`src/hdl/tmc_defines.svh`:
```
// Contract
// [RL1] After reset the timer is disabled; its pins are inputs, pullups off.
// [RL2] Source 1:1 clocks the prescaler from the synchronized external pin clock.
// [RL3] The external clock stays at or below a quarter of the bus rate.
// [RL4] Software sets the shared channel's edge/level bits to 0:0.
// [RL5] While the timer owns a pin, port data and direction do not affect it.
// [RL6] Up mode sets the overflow flag, bit 7, when the count rolls to zero.
// [RL7] Center mode sets the overflow flag when stepping down from the modulo.
// [RL8] Overflow flag clears by status read while set, then writing 0.
// [RL9] An overflow between that read and write restarts the clear sequence.
// [RL10] Interrupt request is flag and enable, bit 6; reset clears the enable.
// [RL11] Center-align select, bit 5, makes the counter count up and down.
// [RL12] Bits 4:3 pick off, bus clock, fixed clock or external pin clock.
// [RL13] Bits 2:0 divide the synchronized source clock by two to the field.
// [RL14] Reading either count byte latches both until the other is read.
// [RL15] Reset, count writes and status writes restart the read latch.
// [RL16] Count bytes are read-only views; reset clears the count.
// [RL17] Any write to either count byte clears the counter.
// [RL18] Past the modulo, up mode returns to zero; center mode counts down.
// [RL19] Modulo of zero or all ones makes the counter free-running.
// [RL20] Debug mode freezes the counter and the read latch.
// [RL21] The counter steps once per prescaler pulse and never with no source.
`ifndef TMC_DEFINES_SVH
`define TMC_DEFINES_SVH
`define TMC_OFS_SC 8'h00
`define TMC_OFS_CNTH 8'h04
`define TMC_OFS_CNTL 8'h08
`define TMC_OFS_MODH 8'h0c
`define TMC_OFS_MODL 8'h10
`define TMC_BIT_TOF 7
`define TMC_BIT_OVERFLOW_IRQ_ENABLE 6
`define TMC_BIT_CENTER_ALIGN_SELECT 5
`define TMC_SC_RST 8'h00
`define TMC_CNT_RST 16'h0000
`define TMC_MOD_RST 16'h0000
`define TMC_CNT_FULL 16'hffff
`endif

```
`src/hdl/tmc_pkg.sv`:
```
package tmc_pkg;

    // Clock source codes of the status register.
    typedef enum logic [1:0] {
        TMC_CS_OFF = 2'b00,
        TMC_CS_BUS = 2'b01,
        TMC_CS_FIX = 2'b10,
        TMC_CS_EXT = 2'b11
    } tmc_src_t;

    // Counting direction of the counter.
    typedef enum logic {
        TMC_UP = 1'b0,
        TMC_DN = 1'b1
    } tmc_dir_t;

    // Status and control register layout.
    typedef struct packed {
        logic overflow_flag;
        logic overflow_irq_enable;
        logic center_align_select;
        tmc_src_t src;
        logic [2:0] ps;
    } tmc_sc_t;

endpackage

```
`src/hdl/tmc_timer.sv`:
```
// Design decisions made here: register access over APB and the address map.
`timescale 1ns/10ps
`include "tmc_defines.svh"

module tmc_timer (
    input wire logic CLK,
    input wire logic RESET_N,
    input wire logic PSEL,
    input wire logic PENABLE,
    input wire logic PWRITE,
    input wire logic [7:0] PADDR,
    input wire logic [31:0] PWDATA,
    output logic [31:0] PRDATA,
    output logic PREADY,
    output logic PSLVERR,
    input wire logic EXT_CLK,
    input wire logic FIX_CLK,
    input wire logic DEBUG_ACTIVE,
    output logic IRQ,
    output logic CENTER_ALIGN,
    output logic [15:0] COUNT,
    output logic PIN_OWN,
    output logic PULLUP_EN
);

    // Mask of prescaler bits that must be all ones.
    function automatic logic [6:0] ps_mask(
        input logic [2:0] ps
    );
        logic [7:0] m;
        m = 8'h00;
        m = (8'h01 << ps) - 8'h01;
        return m[6:0];
    endfunction

    tmc_pkg::tmc_sc_t sc_q;
    tmc_pkg::tmc_dir_t dir_q;
    logic [15:0] cnt_q;
    logic [15:0] mod_q;
    logic [15:0] buf_q;
    logic [15:0] snap_q;
    logic lock_q;
    logic lock_hi_q;
    logic armed_q;
    logic mod_wait_q;
    logic mod_hi_q;
    logic [6:0] psc_q;
    logic ext_s1_q;
    logic ext_s2_q;
    logic ext_s3_q;
    logic fix_s1_q;
    logic fix_s2_q;
    logic fix_s3_q;
    logic pready_q;
    logic pslverr_q;
    logic [31:0] prdata_q;
    logic irq_q;
    logic own_q;

    // Bus decode; an access completes on the edge where PREADY is high.
    wire acc = PSEL && PENABLE;
    wire done = acc && pready_q;
    wire wr = done && PWRITE;
    wire rd = done && !PWRITE;
    wire a_sc = PADDR == `TMC_OFS_SC;
    wire a_ch = PADDR == `TMC_OFS_CNTH;
    wire a_cl = PADDR == `TMC_OFS_CNTL;
    wire a_mh = PADDR == `TMC_OFS_MODH;
    wire a_ml = PADDR == `TMC_OFS_MODL;
    wire mapped = a_sc || a_ch || a_cl || a_mh || a_ml;
    wire wr_sc = wr && a_sc;
    wire wr_cnt = wr && (a_ch || a_cl);
    wire wr_mod = wr && (a_mh || a_ml);
    wire rd_sc = rd && a_sc;
    wire rd_cnt = rd && (a_ch || a_cl);

    // Source tick selection after synchronization.
    wire ext_rise = ext_s2_q && !ext_s3_q;
    wire fix_rise = fix_s2_q && !fix_s3_q;
    logic src_tick;
    always_comb
    begin
        case (sc_q.src)
            // [RL12] source field decode
            tmc_pkg::TMC_CS_BUS: src_tick = 1'b1;
            tmc_pkg::TMC_CS_FIX: src_tick = fix_rise;
            // [RL2] external clock path
            tmc_pkg::TMC_CS_EXT: src_tick = ext_rise;
            default: src_tick = 1'b0;
        endcase
    end

    // [RL13] power-of-two divide
    wire [6:0] msk = ps_mask(sc_q.ps);
    wire pre_tick = src_tick && ((psc_q & msk) == msk);

    // [RL21] gated step enable
    wire step = pre_tick && !DEBUG_ACTIVE;

    // [RL19] free-running limit
    wire full = mod_q == 16'h0000 || mod_q == `TMC_CNT_FULL;
    wire [15:0] top = full ? `TMC_CNT_FULL : mod_q;
    wire at_top = cnt_q == top;

    // Next count, direction and overflow event.
    logic [15:0] cnt_d;
    tmc_pkg::tmc_dir_t dir_d;
    logic ovf;
    always_comb
    begin
        cnt_d = cnt_q;
        dir_d = dir_q;
        ovf = 1'b0;
        if (wr_cnt)
        begin
            // [RL17] write clears count
            cnt_d = `TMC_CNT_RST;
            dir_d = tmc_pkg::TMC_UP;
        end
        else if (step && !sc_q.center_align_select)
        begin
            // [RL18] up mode wraps
            cnt_d = at_top ? 16'h0000 : cnt_q + 16'h0001;
            dir_d = tmc_pkg::TMC_UP;
            // [RL6] up overflow
            ovf = at_top;
        end
        else if (step)
        begin
            case (dir_q)
                tmc_pkg::TMC_UP:
                begin
                    // [RL11] up/down counting
                    if (at_top)
                    begin
                        cnt_d = cnt_q - 16'h0001;
                        dir_d = tmc_pkg::TMC_DN;
                        // [RL7] center overflow
                        ovf = 1'b1;
                    end
                    else
                    begin
                        cnt_d = cnt_q + 16'h0001;
                    end
                end
                tmc_pkg::TMC_DN:
                begin
                    if (cnt_q == 16'h0000)
                    begin
                        cnt_d = 16'h0001;
                        dir_d = tmc_pkg::TMC_UP;
                    end
                    else
                    begin
                        cnt_d = cnt_q - 16'h0001;
                    end
                end
                default: dir_d = tmc_pkg::TMC_UP;
            endcase
        end
    end

    // Overflow is held off while a modulo write is half done.
    wire ovf_ok = ovf && !mod_wait_q;

    // [RL8] read-then-write-zero clear
    wire tof_clr = wr_sc && armed_q && !PWDATA[`TMC_BIT_TOF];
    wire tof_d = ovf_ok || (sc_q.overflow_flag && !tof_clr);
    // [RL9] new overflow restarts
    wire armed_d = !ovf_ok && !wr_sc && (armed_q || (rd_sc && sc_q.overflow_flag));

    // [RL14] coherent byte latch
    wire rd_now = rd_cnt && !DEBUG_ACTIVE;
    wire [15:0] cview = lock_q ? buf_q : cnt_q;
    // [RL15] restart on writes
    wire lock_rst = wr_cnt || wr_sc;
    wire lock_d = lock_rst ? 1'b0 : (rd_now ? (!lock_q || lock_hi_q == a_ch) : lock_q);

    // Read data mux; count bytes are read-only.
    logic [7:0] rbyte;
    always_comb
    begin
        rbyte = 8'h00;
        if (a_sc)
            rbyte = sc_q;
        else if (a_ch)
            rbyte = cview[15:8];
        else if (a_cl)
            rbyte = cview[7:0];
        else if (a_mh)
            rbyte = mod_q[15:8];
        else if (a_ml)
            rbyte = mod_q[7:0];
    end

    // Synchronizers for the sampled clock pins.
    always_ff @(posedge CLK or negedge RESET_N)
    begin
        if (!RESET_N)
        begin
            ext_s1_q <= 1'b0;
            ext_s2_q <= 1'b0;
            ext_s3_q <= 1'b0;
            fix_s1_q <= 1'b0;
            fix_s2_q <= 1'b0;
            fix_s3_q <= 1'b0;
        end
        else
        begin
            ext_s1_q <= EXT_CLK;
            ext_s2_q <= ext_s1_q;
            ext_s3_q <= ext_s2_q;
            fix_s1_q <= FIX_CLK;
            fix_s2_q <= fix_s1_q;
            fix_s3_q <= fix_s2_q;
        end
    end

    // APB handshake with one wait state.
    always_ff @(posedge CLK or negedge RESET_N)
    begin
        if (!RESET_N)
        begin
            pready_q <= 1'b0;
            pslverr_q <= 1'b0;
            prdata_q <= 32'h00000000;
        end
        else
        begin
            pready_q <= acc && !pready_q;
            pslverr_q <= acc && !pready_q && !mapped;
            prdata_q <= (acc && !pready_q && !PWRITE) ? {24'h000000, rbyte} : 32'h00000000;
        end
    end

    // Status register, prescaler and counter.
    always_ff @(posedge CLK or negedge RESET_N)
    begin
        if (!RESET_N)
        begin
            // [RL1] reset disabled
            sc_q <= `TMC_SC_RST;
            // [RL16] count clears
            cnt_q <= `TMC_CNT_RST;
            dir_q <= tmc_pkg::TMC_UP;
            psc_q <= 7'h00;
            armed_q <= 1'b0;
        end
        else
        begin
            sc_q.overflow_flag <= tof_d;
            if (wr_sc)
                sc_q[6:0] <= PWDATA[6:0];
            psc_q <= (sc_q.src == tmc_pkg::TMC_CS_OFF) ? 7'h00 : psc_q + {6'h00, src_tick};
            cnt_q <= cnt_d;
            dir_q <= dir_d;
            armed_q <= armed_d;
        end
    end

    // Modulo register with write pairing.
    always_ff @(posedge CLK or negedge RESET_N)
    begin
        if (!RESET_N)
        begin
            mod_q <= `TMC_MOD_RST;
            mod_wait_q <= 1'b0;
            mod_hi_q <= 1'b0;
        end
        else if (wr_mod)
        begin
            if (a_mh)
                mod_q[15:8] <= PWDATA[7:0];
            else
                mod_q[7:0] <= PWDATA[7:0];
            mod_wait_q <= !mod_wait_q || mod_hi_q == a_mh;
            mod_hi_q <= a_mh;
        end
    end

    // Coherency latch; the snapshot holds the count that the read data was built from.
    always_ff @(posedge CLK or negedge RESET_N)
    begin
        if (!RESET_N)
        begin
            buf_q <= `TMC_CNT_RST;
            snap_q <= `TMC_CNT_RST;
            lock_q <= 1'b0;
            lock_hi_q <= 1'b0;
        end
        else
        begin
            if (acc && !pready_q)
                snap_q <= cnt_q;
            // [RL20] debug freezes latch
            if (rd_now && !lock_q && !lock_rst)
            begin
                buf_q <= snap_q;
                lock_hi_q <= a_ch;
            end
            lock_q <= lock_d;
        end
    end

    // Registered pin-side outputs.
    always_ff @(posedge CLK or negedge RESET_N)
    begin
        if (!RESET_N)
        begin
            irq_q <= 1'b0;
            own_q <= 1'b0;
        end
        else
        begin
            // [RL10] interrupt request
            irq_q <= tof_d && (wr_sc ? PWDATA[`TMC_BIT_OVERFLOW_IRQ_ENABLE] : sc_q.overflow_irq_enable);
            // [RL5] timer owns clock pin
            own_q <= wr_sc ? PWDATA[4:3] == 2'b11 : sc_q.src == tmc_pkg::TMC_CS_EXT;
        end
    end

    assign PRDATA = prdata_q;
    assign PREADY = pready_q;
    assign PSLVERR = pslverr_q;
    assign IRQ = irq_q;
    assign CENTER_ALIGN = sc_q.center_align_select;
    assign COUNT = cnt_q;
    assign PIN_OWN = own_q;
    assign PULLUP_EN = own_q;
endmodule

```
`config.mk`:
```
export PLATFORM = sky130hd
export DESIGN_NAME = tmc_timer
export DESIGN_NICKNAME = d
export VERILOG_FILES = /design/src/hdl/tmc_pkg.sv /design/src/hdl/tmc_timer.sv
export VERILOG_INCLUDE_DIRS = /design/src /design/src/hdl
export SDC_FILE = /design/constraint.sdc
export NUM_CORES = 1
export LEC_CHECK = 0
export ABC_AREA = 1
export ABC_CLOCK_PERIOD_IN_PS = 2150
export BUFFER_PORTS_ARGS = -buffer_cell sky130_fd_sc_hd__clkbuf_2
export CORE_ASPECT_RATIO = 2
export CORE_MARGIN = 10
export CORE_UTILIZATION = 52
export DETAILED_ROUTE_END_ITERATION = 10
export PLACE_DENSITY = 0.87
export RECOVER_POWER = 50
export SYNTH_ARGS = -nofsm -noshare
export SYNTH_HDL_FRONTEND = slang
export SYNTH_SLANG_ARGS = --single-unit
```
`constraint.sdc`:
```
create_clock -name CLK -period 2.15 [get_ports CLK]
set_clock_uncertainty 0.2 [all_clocks]
set_input_delay 0.1075 -clock CLK [delete_from_list [all_inputs] [get_ports CLK]]
set_output_delay 0.1075 -clock CLK [all_outputs]
set_load 0.03 [all_outputs]
```
# After elaboration in Yosys (flattened, before gate mapping)

Index checks and enable logic that the tools add are counted.

Flip-flop bits (word level): 103
Input port bits: 48
Word-level logic and storage cells: 142

$add $sub $neg: 4
Eq/ne operators: 13
Shifts and indexed selects: 1
Multiplexer cells: 31
Bitwise logic cells: 3
Reductions and logical operators: 62

Operators with widths:

| kind                    | count |
|---|---|
| $mux W16                | 8 |
| $mux W8                 | 6 |
| $logic_not A16 Y1       | 2 |
| $pmux W16 S2            | 1 |
| $logic_and A1 B1 Y1     | 28 |
| $add A16 B1 Y16 const B | 1 |
| $eq A16 B16 Y1          | 1 |
| $eq A16 B16 Y1 const B  | 1 |
| $eq A8 B4 Y1 const B    | 2 |
| $sub A16 B1 Y16 const B | 1 |
| $logic_not A1 Y1        | 14 |
| $mux W1                 | 13 |
| $logic_or A1 B1 Y1      | 12 |
| $eq A8 B3 Y1 const B    | 1 |
| $eq A8 B5 Y1 const B    | 1 |
| $logic_not A8 Y1        | 1 |
| $add A7 B1 Y7           | 1 |
| $and A7 B7 Y7           | 1 |
| $eq A7 B7 Y1            | 1 |
| $mux W7                 | 1 |
| $shl A1 B3 Y7 const A   | 1 |
| $sub A7 B1 Y7 const B   | 1 |
| $eq A2 B2 Y1 const B    | 3 |
| $reduce_and A2 Y1       | 2 |
| other kinds (8)         | 10 |

# Longest topological paths before layout

Gate-level depths: netlist of the first run.

Depth in word-level cells: 13
Depth in mapped cells: 19

# Least setup slack after synthesis of the first run

No wires, ideal clock.

Path type: register to register
From: reg cnt_q[0] (netlist: COUNT[0])
To: reg cnt_q[14] (netlist: COUNT[14])
Library setup time: 0.117 ns
Arrival time: 2.057 ns
Data required time: 1.833 ns
Path slack: -0.224 ns
Cell stages (with the launch flop): 15
Path buffers: 0
Clock period less this slack: 2.374 ns
Path through: dfrtp_1 inv_1 ha_1 nand2_1 nor2_1 inv_1 nor3_1 nand4_1 xor2_1 inv_1 nor2_1 o21ai_1 inv_1 nand2_1 nand2_1

Longest elaborated chain between the ends: 6
Elaborated cells between the ends (all ways): 11
Classes of those cells: add/sub: 2; eq/ne: 1; mux: 7; reduce/logical: 1

Ends and longest elaborated chain:

| what                                    | line                               | source |
|---|---|---|
| start, declared                         | tmc_timer.sv:38                    | `logic [15:0] cnt_q;` |
| start signal, assigned                  | tmc_timer.sv:244                   | `` cnt_q <= `TMC_CNT_RST; `` |
| start signal, assigned                  | tmc_timer.sv:255                   | `cnt_q <= cnt_d;` |
| $sub A16 B1 Y16 (tied with other cells) | tmc_timer.sv:136, tmc_timer.sv:155 |  |
| $mux W16 (on tied branches)             | tmc_timer.sv:148, tmc_timer.sv:134 |  |
| $pmux W16 S2                            | tmc_timer.sv:130                   | `case (dir_q)` |
| $mux W16                                | tmc_timer.sv:128                   | `else if (step)` |
| $mux W16 *                              | tmc_timer.sv:120                   | `else if (step && !sc_q.center_align_select)` |
| $mux W16 *                              | tmc_timer.sv:114                   | `if (wr_cnt)` |

Every way passes the cells marked *; elsewhere a longest branch is shown, timed or not. The select of a mux whose other input is x is not followed.
A chain may end at the register's enable or synchronous reset.

# Worst setup path in the final report of the first run

From: reg mod_q[10]
To: reg cnt_q[12] (netlist: COUNT[12])

Longest elaborated chain between the ends: 9
Elaborated cells between the ends (all ways): 11
Classes of those cells: eq/ne: 2; mux: 7; reduce/logical: 2

Ends and longest elaborated chain:

| what                                                                        | line             | source |
|---|---|---|
| start, declared                                                             | tmc_timer.sv:39  | `logic [15:0] mod_q;` |
| start signal, assigned                                                      | tmc_timer.sv:266 | `` mod_q <= `TMC_MOD_RST; `` |
| start signal, assigned                                                      | tmc_timer.sv:273 | `mod_q[15:8] <= PWDATA[7:0];` |
| $eq A16 B16 Y1 (no source line) / $logic_not A16 Y1 (equally long branches) | -                |  |
| $logic_or A1 B1 Y1 (no source line)                                         | -                |  |
| $mux W16 *                                                                  | tmc_timer.sv:102 | `` wire [15:0] top = full ? `TMC_CNT_FULL : mod_q; `` |
| $eq A16 B16 Y1 *                                                            | tmc_timer.sv:103 | `wire at_top = cnt_q == top;` |
| $mux W16                                                                    | tmc_timer.sv:134 | `if (at_top)` |
| $pmux W16 S2                                                                | tmc_timer.sv:130 |  |
| $mux W16                                                                    | tmc_timer.sv:128 |  |
| $mux W16 *                                                                  | tmc_timer.sv:120 |  |
| $mux W16 *                                                                  | tmc_timer.sv:114 |  |

Marks and branches as above.

==> summary.md, run 1 <==
| Metric | Value |
|---|---|
| Clk buf depth | 2 |
| Slew Viols, Final | 0 |
| Final hold violations | 0 |
| Post-route cell area | 8370 um^2 |
| Via count | 6,914 |
| Part of the power in combinational logic | 8.8% |
| Tcrit/Tclk final | 115% |
| Peak supply drop | 0.000578 V |
| Max Clk Rate | 404 MHz |
| P per Cell Area | 492 nW/um^2 |
| Row cnt | 57 |
| Total Power | 4.11 mW |
| Die height | 177 um |
| Worst hold start | PSEL |
| Clock Sink Count | 103 |
| Slew Limit Headroom | 32.9% |
| Io pins | 102 |
| Max FO, Critical Path | 8 |
| Library cells used by synthesis | 45 |
| Sequential Power Share | 48.0% |
| CTS tree | built |
| Synthesis-to-layout area growth | 30.0% |
| FF+latch count, synth | 103 |
| Clock power share | 43.2% |
| RSZ-0062 raised after global routing | yes |
| Synthesized area | 6440 um^2 |
| Routed length per instance | 18.9 um |
| Net Sw Frac | 28.7% |
| Max cap viols | 0 |
| Failing checks | negative setup slack |
| Hold worst-path end | PSLVERR |
| CTS root buf | clkbuf_16 |
| Pin count of the biggest net entering global routing | 38 |
| Hold path depth | 6 |
| Port bufs | 53 |
| Final worst setup slack | -327 ps |
| Crit Reg-Reg Startpoint | mod_q[10] |
| Crit. End Element | flop |
| H-tree Lvls | 3 |
| GRT Util Overall | 25.7% |
| Post-DP HPWL | 17,300 um |
| Area of placed instances | 7580 um^2 |
| Psw | 1.18 mW |
| Status | finished with violations |
| N_diodes | 0 |
| First-pass GRT wire length | 35,700 um |
| Core Area | 12,100 um^2 |
| Reg2Reg Depth | 16 |
| Clock transition at path regs | 90 ps |
| Die area | 17,500 um^2 |
| Num CTS Buffers | 9 |
| WS Path Type | reg2reg |
| Final wirelength | 22,800 um |
| CP arrival | 2530 ps |
| Worst Max-Slew Pin Slew | 1010 ps |
| Clock Latency Late Sink | 360 ps |
| Final Wtd Congestion | 1.09 |
| Sequential share of the synthesized area | 40.0% |
| Cell internal pwr | 2.93 mW |
| Antenna Nets Post-Route | 0 |
| Share of layout cells above drive strength 1 | 27.8% |
| Worst R2R End | COUNT[12] |
| Worst hold path type | in2reg |
| Layout Nets | 1,109 |
| Initial core utilization | 53.1% |
| Drt drc | 0 |
| Place WS | -317 ps |
| Vias in the first global route | 6,980 |
| DR pass1 iterations | 5 |
| Die X | 98.7 um |
| Req. time, crit path | 2200 ps |
| Gate Count Post-Synth | 877 |
| Yosys warns | 0 |
| Startpoint class of the critical path | flop |
| Total grt overflow | 0 |
| Post-layout minimum cycle time | 2480 ps |
| Initial antenna violation count | 0 |
| Leakage power | 4.38 nW |
| Syn_area_per_cell | 7.34 um^2 |
| Initial drt markers | 617 |
| Final setup fails | 20 |
| Reg-to-reg slack, setup | -330 ps |
| Vias per cell | 5.72 |
## power by group through the flow
| stage | clock [mW] | sequential, mW | combinational, mW |
|---|---|---|---|
| floorplan | 0 | 2.02 | 0.204 |
| global placement | 0 | 2.01 | 0.308 |
| detailed placement | 0 | 2.01 | 0.310 |
| CTS | 1.79 | 1.97 | 0.335 |
| global route | 1.87 | 1.98 | 0.397 |
| finish | 1.78 | 1.97 | 0.362 |
## registers in the layout, indices dropped and copies added, names as in the netlist, 7 cells and up
register / cells
sc_q: 7
mod_q: 16
psc_q: 7
buf_q: 16
COUNT: 16
PRDATA: 8
snap_q: 16
## placed cells by master, fill, tap and decap left out, types with 3 or more instances in the layout
| master | count |
|---|---|
| nor3_1 | 6 |
| nor4_1 | 5 |
| a21oi_1 | 15 |
| mux2_2 | 16 |
| nand2_4 | 3 |
| nand3_2 | 4 |
| clkbuf_16 | 11 |
| buf_12 | 3 |
| a31oi_1 | 4 |
| o211ai_1 | 11 |
| conb_1 | 24 |
| xor2_2 | 3 |
| nor3b_1 | 3 |
| clkbuf_2 | 54 |
| o21ai_1 | 12 |
| nor2_4 | 9 |
| buf_4 | 120 |
| inv_1 | 96 |
| nand3_1 | 54 |
| nor2_1 | 71 |
| nor2_2 | 14 |
| nor3_4 | 3 |
| buf_6 | 3 |
| or2_2 | 3 |
| dfrtp_2 | 6 |
| dlygate4sd3_1 | 14 |
| nand2_1 | 211 |
| nand4_1 | 28 |
| nor3_2 | 5 |
| inv_12 | 3 |
| o21ai_0 | 73 |
| dfrtp_1 | 97 |
| xor2_1 | 14 |
| o221ai_1 | 3 |
| nand3b_1 | 6 |
| ha_1 | 3 |
| inv_2 | 10 |
| nand2_2 | 13 |
## cells by family after synthesis
family / Yosys count / share of synthesized area, %
muxes: 16 / 2.80
DFF: 103 / 40.0
xor gates and xnor gates: 19 / 2.58
buffers and inverters: 162 / 11.4
and+or+nand+nor: 443 / 31.1
AOI/OAI and AO/OA: 128 / 11.0
other: 1 / 0.0582
adders and majority gates: 5 / 0.972
## synth_stat cells (all sizes together)
| cell type | count | share of area (%) |
|---|---|---|
| inv | 106 | 6.2 |
| nor3b | 3 | 0.35 |
| nand4 | 28 | 2.7 |
| o211ai | 11 | 1.3 |
| mux2 | 16 | 2.8 |
| and3 | 1 | 0.097 |
| conb | 1 | 0.058 |
| dfrtp | 103 | 40 |
| o2111ai | 2 | 0.27 |
| o21ai | 86 | 6.7 |
| nor3 | 14 | 1.7 |
| o221ai | 3 | 0.41 |
| o31ai | 1 | 0.12 |
| nor4 | 6 | 0.82 |
| ha | 5 | 0.97 |
| nand3 | 58 | 4.5 |
| nand2 | 227 | 14 |
| buf | 37 | 4.1 |
| clkinv | 2 | 0.12 |
| clkbuf | 17 | 0.99 |
| o22ai | 2 | 0.19 |
| o21a | 1 | 0.12 |
| nor2 | 94 | 5.9 |
| a21o | 1 | 0.12 |
| a21oi | 15 | 1.2 |
| o211a | 1 | 0.16 |
| or2 | 4 | 0.39 |
| a211oi | 1 | 0.12 |
| xnor2 | 2 | 0.27 |
| nand3b | 8 | 1.0 |
| xor2 | 17 | 2.3 |
| a31oi | 4 | 0.39 |
## per-layer routing
| metal | global-route usage (%) | share of wire, % |
|---|---|---|
| met3 | 5.45 | 6.5 |
| met4 | 21.1 | 9.1 |
| met1 | 24.8 | 33 |
| met2 | 45.6 | 52 |
| met5 | 0 | 0 |
## what timing repair did
| item | CTS | global route |
|---|---|---|
| pin swaps | 7 | 24 |
| hold endpoints to repair | 114 | 0 |
| hold buffers | 14 | 0 |
| cloned | 1 | 2 |
| setup buffers | 3 | 9 |
| setup endpoints to repair | 20 | 22 |
| resized for setup | 22 | 32 |
## worst max-delay path by stage
stage                    from   endpoint  slack (ps)  depth (start not counted)
floorplan            COUNT[1]  COUNT[14]         -30                         14
CTS                 mod_q[10]   COUNT[1]        -170                         18
global placement     mod_q[6]   COUNT[6]        -340                         16
finish              mod_q[10]  COUNT[12]        -330                         16
detailed placement   mod_q[6]   COUNT[6]        -320                         16
global route        mod_q[10]   COUNT[4]        -420                         15
## cell type report
type	instances	area [um^2]
Fill cell	989	3750
Multi-Input combinational cell	636	3410
Sequential cell	103	2580
Timing Repair Buffer	198	1470
Inverter	108	405
Clock buffer	9	225
Tap cell	147	184
Clock inverter	7	93.8
## through the flow
step	std cells	hold WS, ps	setup TNS [ps]	utilization, %
detailed placement	1163	-82.1	-4410	62.6
floorplan	900	-388	-33.7	-
global route	1208	15.3	-7460	69.0
finish	1208	17.6	-5190	69.0
global placement	1163	-93.9	-4650	62.6
CTS	1197	6.27	-2440	67.3
## worst max-delay path: stages, from the launching register on
cell and delay (ps):
dfrtp_1 410, nor2_1 120, nand2_1 80, nor2_1 130, nand2_2 130, clkbuf_16 190, nand4_1 80, nand2_1 110
nor2_1 110, nand2_1 90, nor2_4 180, nand2_4 150, buf_6 170, nand3_2 50, nand2_1 50, nand2_1 60
nand2_1 40
(Power assumes the default switching activity.)
==> run 2, diff against run 1 <==
- CELL_PAD_IN_SITES_DETAIL_PLACEMENT: not set -> 0
- CELL_PAD_IN_SITES_GLOBAL_PLACEMENT: not set -> 2
- CORE_UTILIZATION: 52 -> 29
- CTS_BUF_LIST: not set -> sky130_fd_sc_hd__clkbuf_16
- PLACE_DENSITY: 0.87 -> 0.86
- SETUP_SLACK_MARGIN: not set -> 0.02
==> summary.md, run 2 (synthesis gave the netlist of run 1 again) <==
| Metric | Value |
|---|---|
| Status | finished with violations |
| Failing checks | negative setup slack |
| Max Clk Rate | 417 MHz (+3.3%) |
| Worst hold path type | in2reg |
| Antenna Nets Post-Route | 0 (unchanged) |
| Clock Sink Count | 103 (unchanged) |
| Most frequent cells in the layout | nand2_1, buf_4, dfrtp_1 |
| Max cap viols | 0 (unchanged) |
| Final wirelength | 23,500 um (+3.1%) |
| DR pass1 iterations | 5 (unchanged) |
| Die area | 28,900 um^2 (+65%) |
| WS Path Type | reg2reg |
| H-tree Lvls | 3 (unchanged) |
| Drt drc | 0 (unchanged) |
| Vias per cell | 4.79 (-16%) |
| Die height | 231 um (+30%) |
| Die X | 125 um (+27%) |
| Clock transition at path regs | 70 ps (-20 ps) |
| Io pins | 102 (unchanged) |
| Peak supply drop | 0.000437 V (-24%) |
| Clk buf depth | 2 (unchanged) |
| GRT Util Overall | 16.2% (-9.5 points) |
| Routed length per instance | 17.5 um (-7.0%) |
| Final Wtd Congestion | 0.903 (-17%) |
| Startpoint class of the critical path | flop |
| Leakage power | 4.35 nW (-0.86%) |
| Max FO, Critical Path | 7 (-1) |
| Synthesis-to-layout area growth | 31.9% |
| Initial antenna violation count | 0 (unchanged) |
| Final hold violations | 0 (unchanged) |
| Worst Max-Slew Pin Slew | 1450 ps (+442 ps) |
| Reg-to-reg slack, setup | -250 ps (+80 ps) |
| Clock Latency Late Sink | 370 ps (about the same) |
| Pin count of the biggest net entering global routing | 104 (+170%) |
| Via count | 6,420 (-7.1%) |
| Post-layout util | 38.7% (-30 points) |
| Layout Nets | 1,111 (+0.18%) |
| Total grt overflow | 0 (unchanged) |
| Core Area | 22,000 um^2 (+81%) |
| Placed insts | 1,298 (+12%) |
| Commonest non-fill, non-tap cell in the layout | nand2_1 |
| Non-filler cells, final | 1,339 (+11%) |
| CTS root buf | clkbuf_16 |
| Slew Limit Headroom | 3.42% (-29 points) |
| Post-DP HPWL | 18,500 um (+6.8%) |
| Final worst setup slack | -248 ps (+78.8 ps) |
| First-pass GRT wire length | 36,900 um (+3.6%) |
| Share of layout cells above drive strength 1 | 26.7% (-1.1 points) |
| Final setup fails | 20 (unchanged) |
| Post-layout minimum cycle time | 2400 ps (-78.8 ps) |
| Num CTS Buffers | 9 (unchanged) |
| Req. time, crit path | 2210 ps (about the same) |
| Vias in the first global route | 6,757 (-3.2%) |
| N_diodes | 0 (unchanged) |
| CP arrival | 2460 ps (-70 ps) |
| CTS tree | built |
| Port bufs | 53 (unchanged) |
| Initial core utilization | 29.3% (-24 points) |
| Initial drt markers | 283 (-54%) |
| Row cnt | 77 (+35%) |
| Tcrit/Tclk final | 112% (-3.7 points) |
| RSZ-0062 raised after global routing | yes |
| Crit. End Element | flop |
| Slew Viols, Final | 0 (unchanged) |
| P per Cell Area | 466 nW/um^2 (-5.2%) |
-- run 2: cell count changes in the layout (fill, tap and decap cells not counted), sizes merged --
cell / change
dlygate4sd3: +1
inv: -3
buf: +3
clkinv: +3
clkbuf: -2
-- run 2: layout make-up --
type                    instances  area (um^2)
clock buffers                   9          225
clock inverters                 7         53.8
fillers                      2341        13500
inverters                     108          405
multi-input cells             636         3360
flip-flops and latches        103         2580
well taps                     276          345
repair buffers                200         1520
-- run 2: stage by stage --
| step | TNS [ps] | hold WS [ps] | setup WS (ps) | power, mW | area (um^2) |
|---|---|---|---|---|---|
| 2_1_floorplan | -33.7 | -388 | -33.7 | 2.22 | 6550 |
| 3_3_place_gp | -4650 | 18.1 | -333 | 2.33 | 7830 |
| 3_5_place_dp | -4740 | 18.5 | -276 | 2.33 | 7830 |
| 4_1_cts | -3990 | 101 | -233 | 3.99 | 8340 |
| 5_1_grt | -8970 | 169 | -473 | 4.11 | 8490 |
| 6_report | -4140 | 104 | -248 | 3.96 | 8490 |
-- run 2: layer usage --
metal  GRT usage, %  vias up  part of all wire, %
met1           15.3     2997                   34
met4           12.5        0                  8.1
met5              0        -                    0
met3           2.59       80                  3.3
met2           30.4      175                   54
li1               -     3168                    -
-- run 2: worst max-delay path, cell delays in order (launching register included) --
cell,delay [ps]
dfrtp_1,390
nand4_1,210
nor2_2,150
nand2_2,100
buf_4,180
nand4_1,60
nand2_1,90
nor2_1,120
nand2_1,110
nor2_4,170
nand2_4,140
nand2_1,140
nand2_1,60
nand2_1,50
nand2_1,40
nand2_1,50
nand2_1,40
-- run 2: worst paths after layout --
| check | from | end | depth (start not counted) |
|---|---|---|---|
| worst max-delay path | mod_q[7] | COUNT[1] | 16 |
| worst min-delay path | PADDR[5] | mod_hi_q | 7 |
| max in group asynchronous | RESET_N | COUNT[2] | 3 |
| worst max register to register | mod_q[7] | COUNT[1] | 16 |
| min in group asynchronous | RESET_N | ext_s2_q | 3 |
| worst min register to register | ext_s1_q | ext_s2_q | 0 |
-- run 2: timing repair --
action / 4_1_cts / 5_1_grt
pin swaps: 4 / 24
buffers inserted: 1 / 6
hold buffers: 15 / 0
hold endpoints to repair: 135 / 0
setup endpoints to repair: 20 / 45
gates resized for setup: 18 / 23
gates cloned: 1 / 2
-- run 2: power by group --
part / switching, mW / internal [mW]
sequential: 0.0143 / 1.96
clock: 0.818 / 0.801
combinational: 0.246 / 0.117
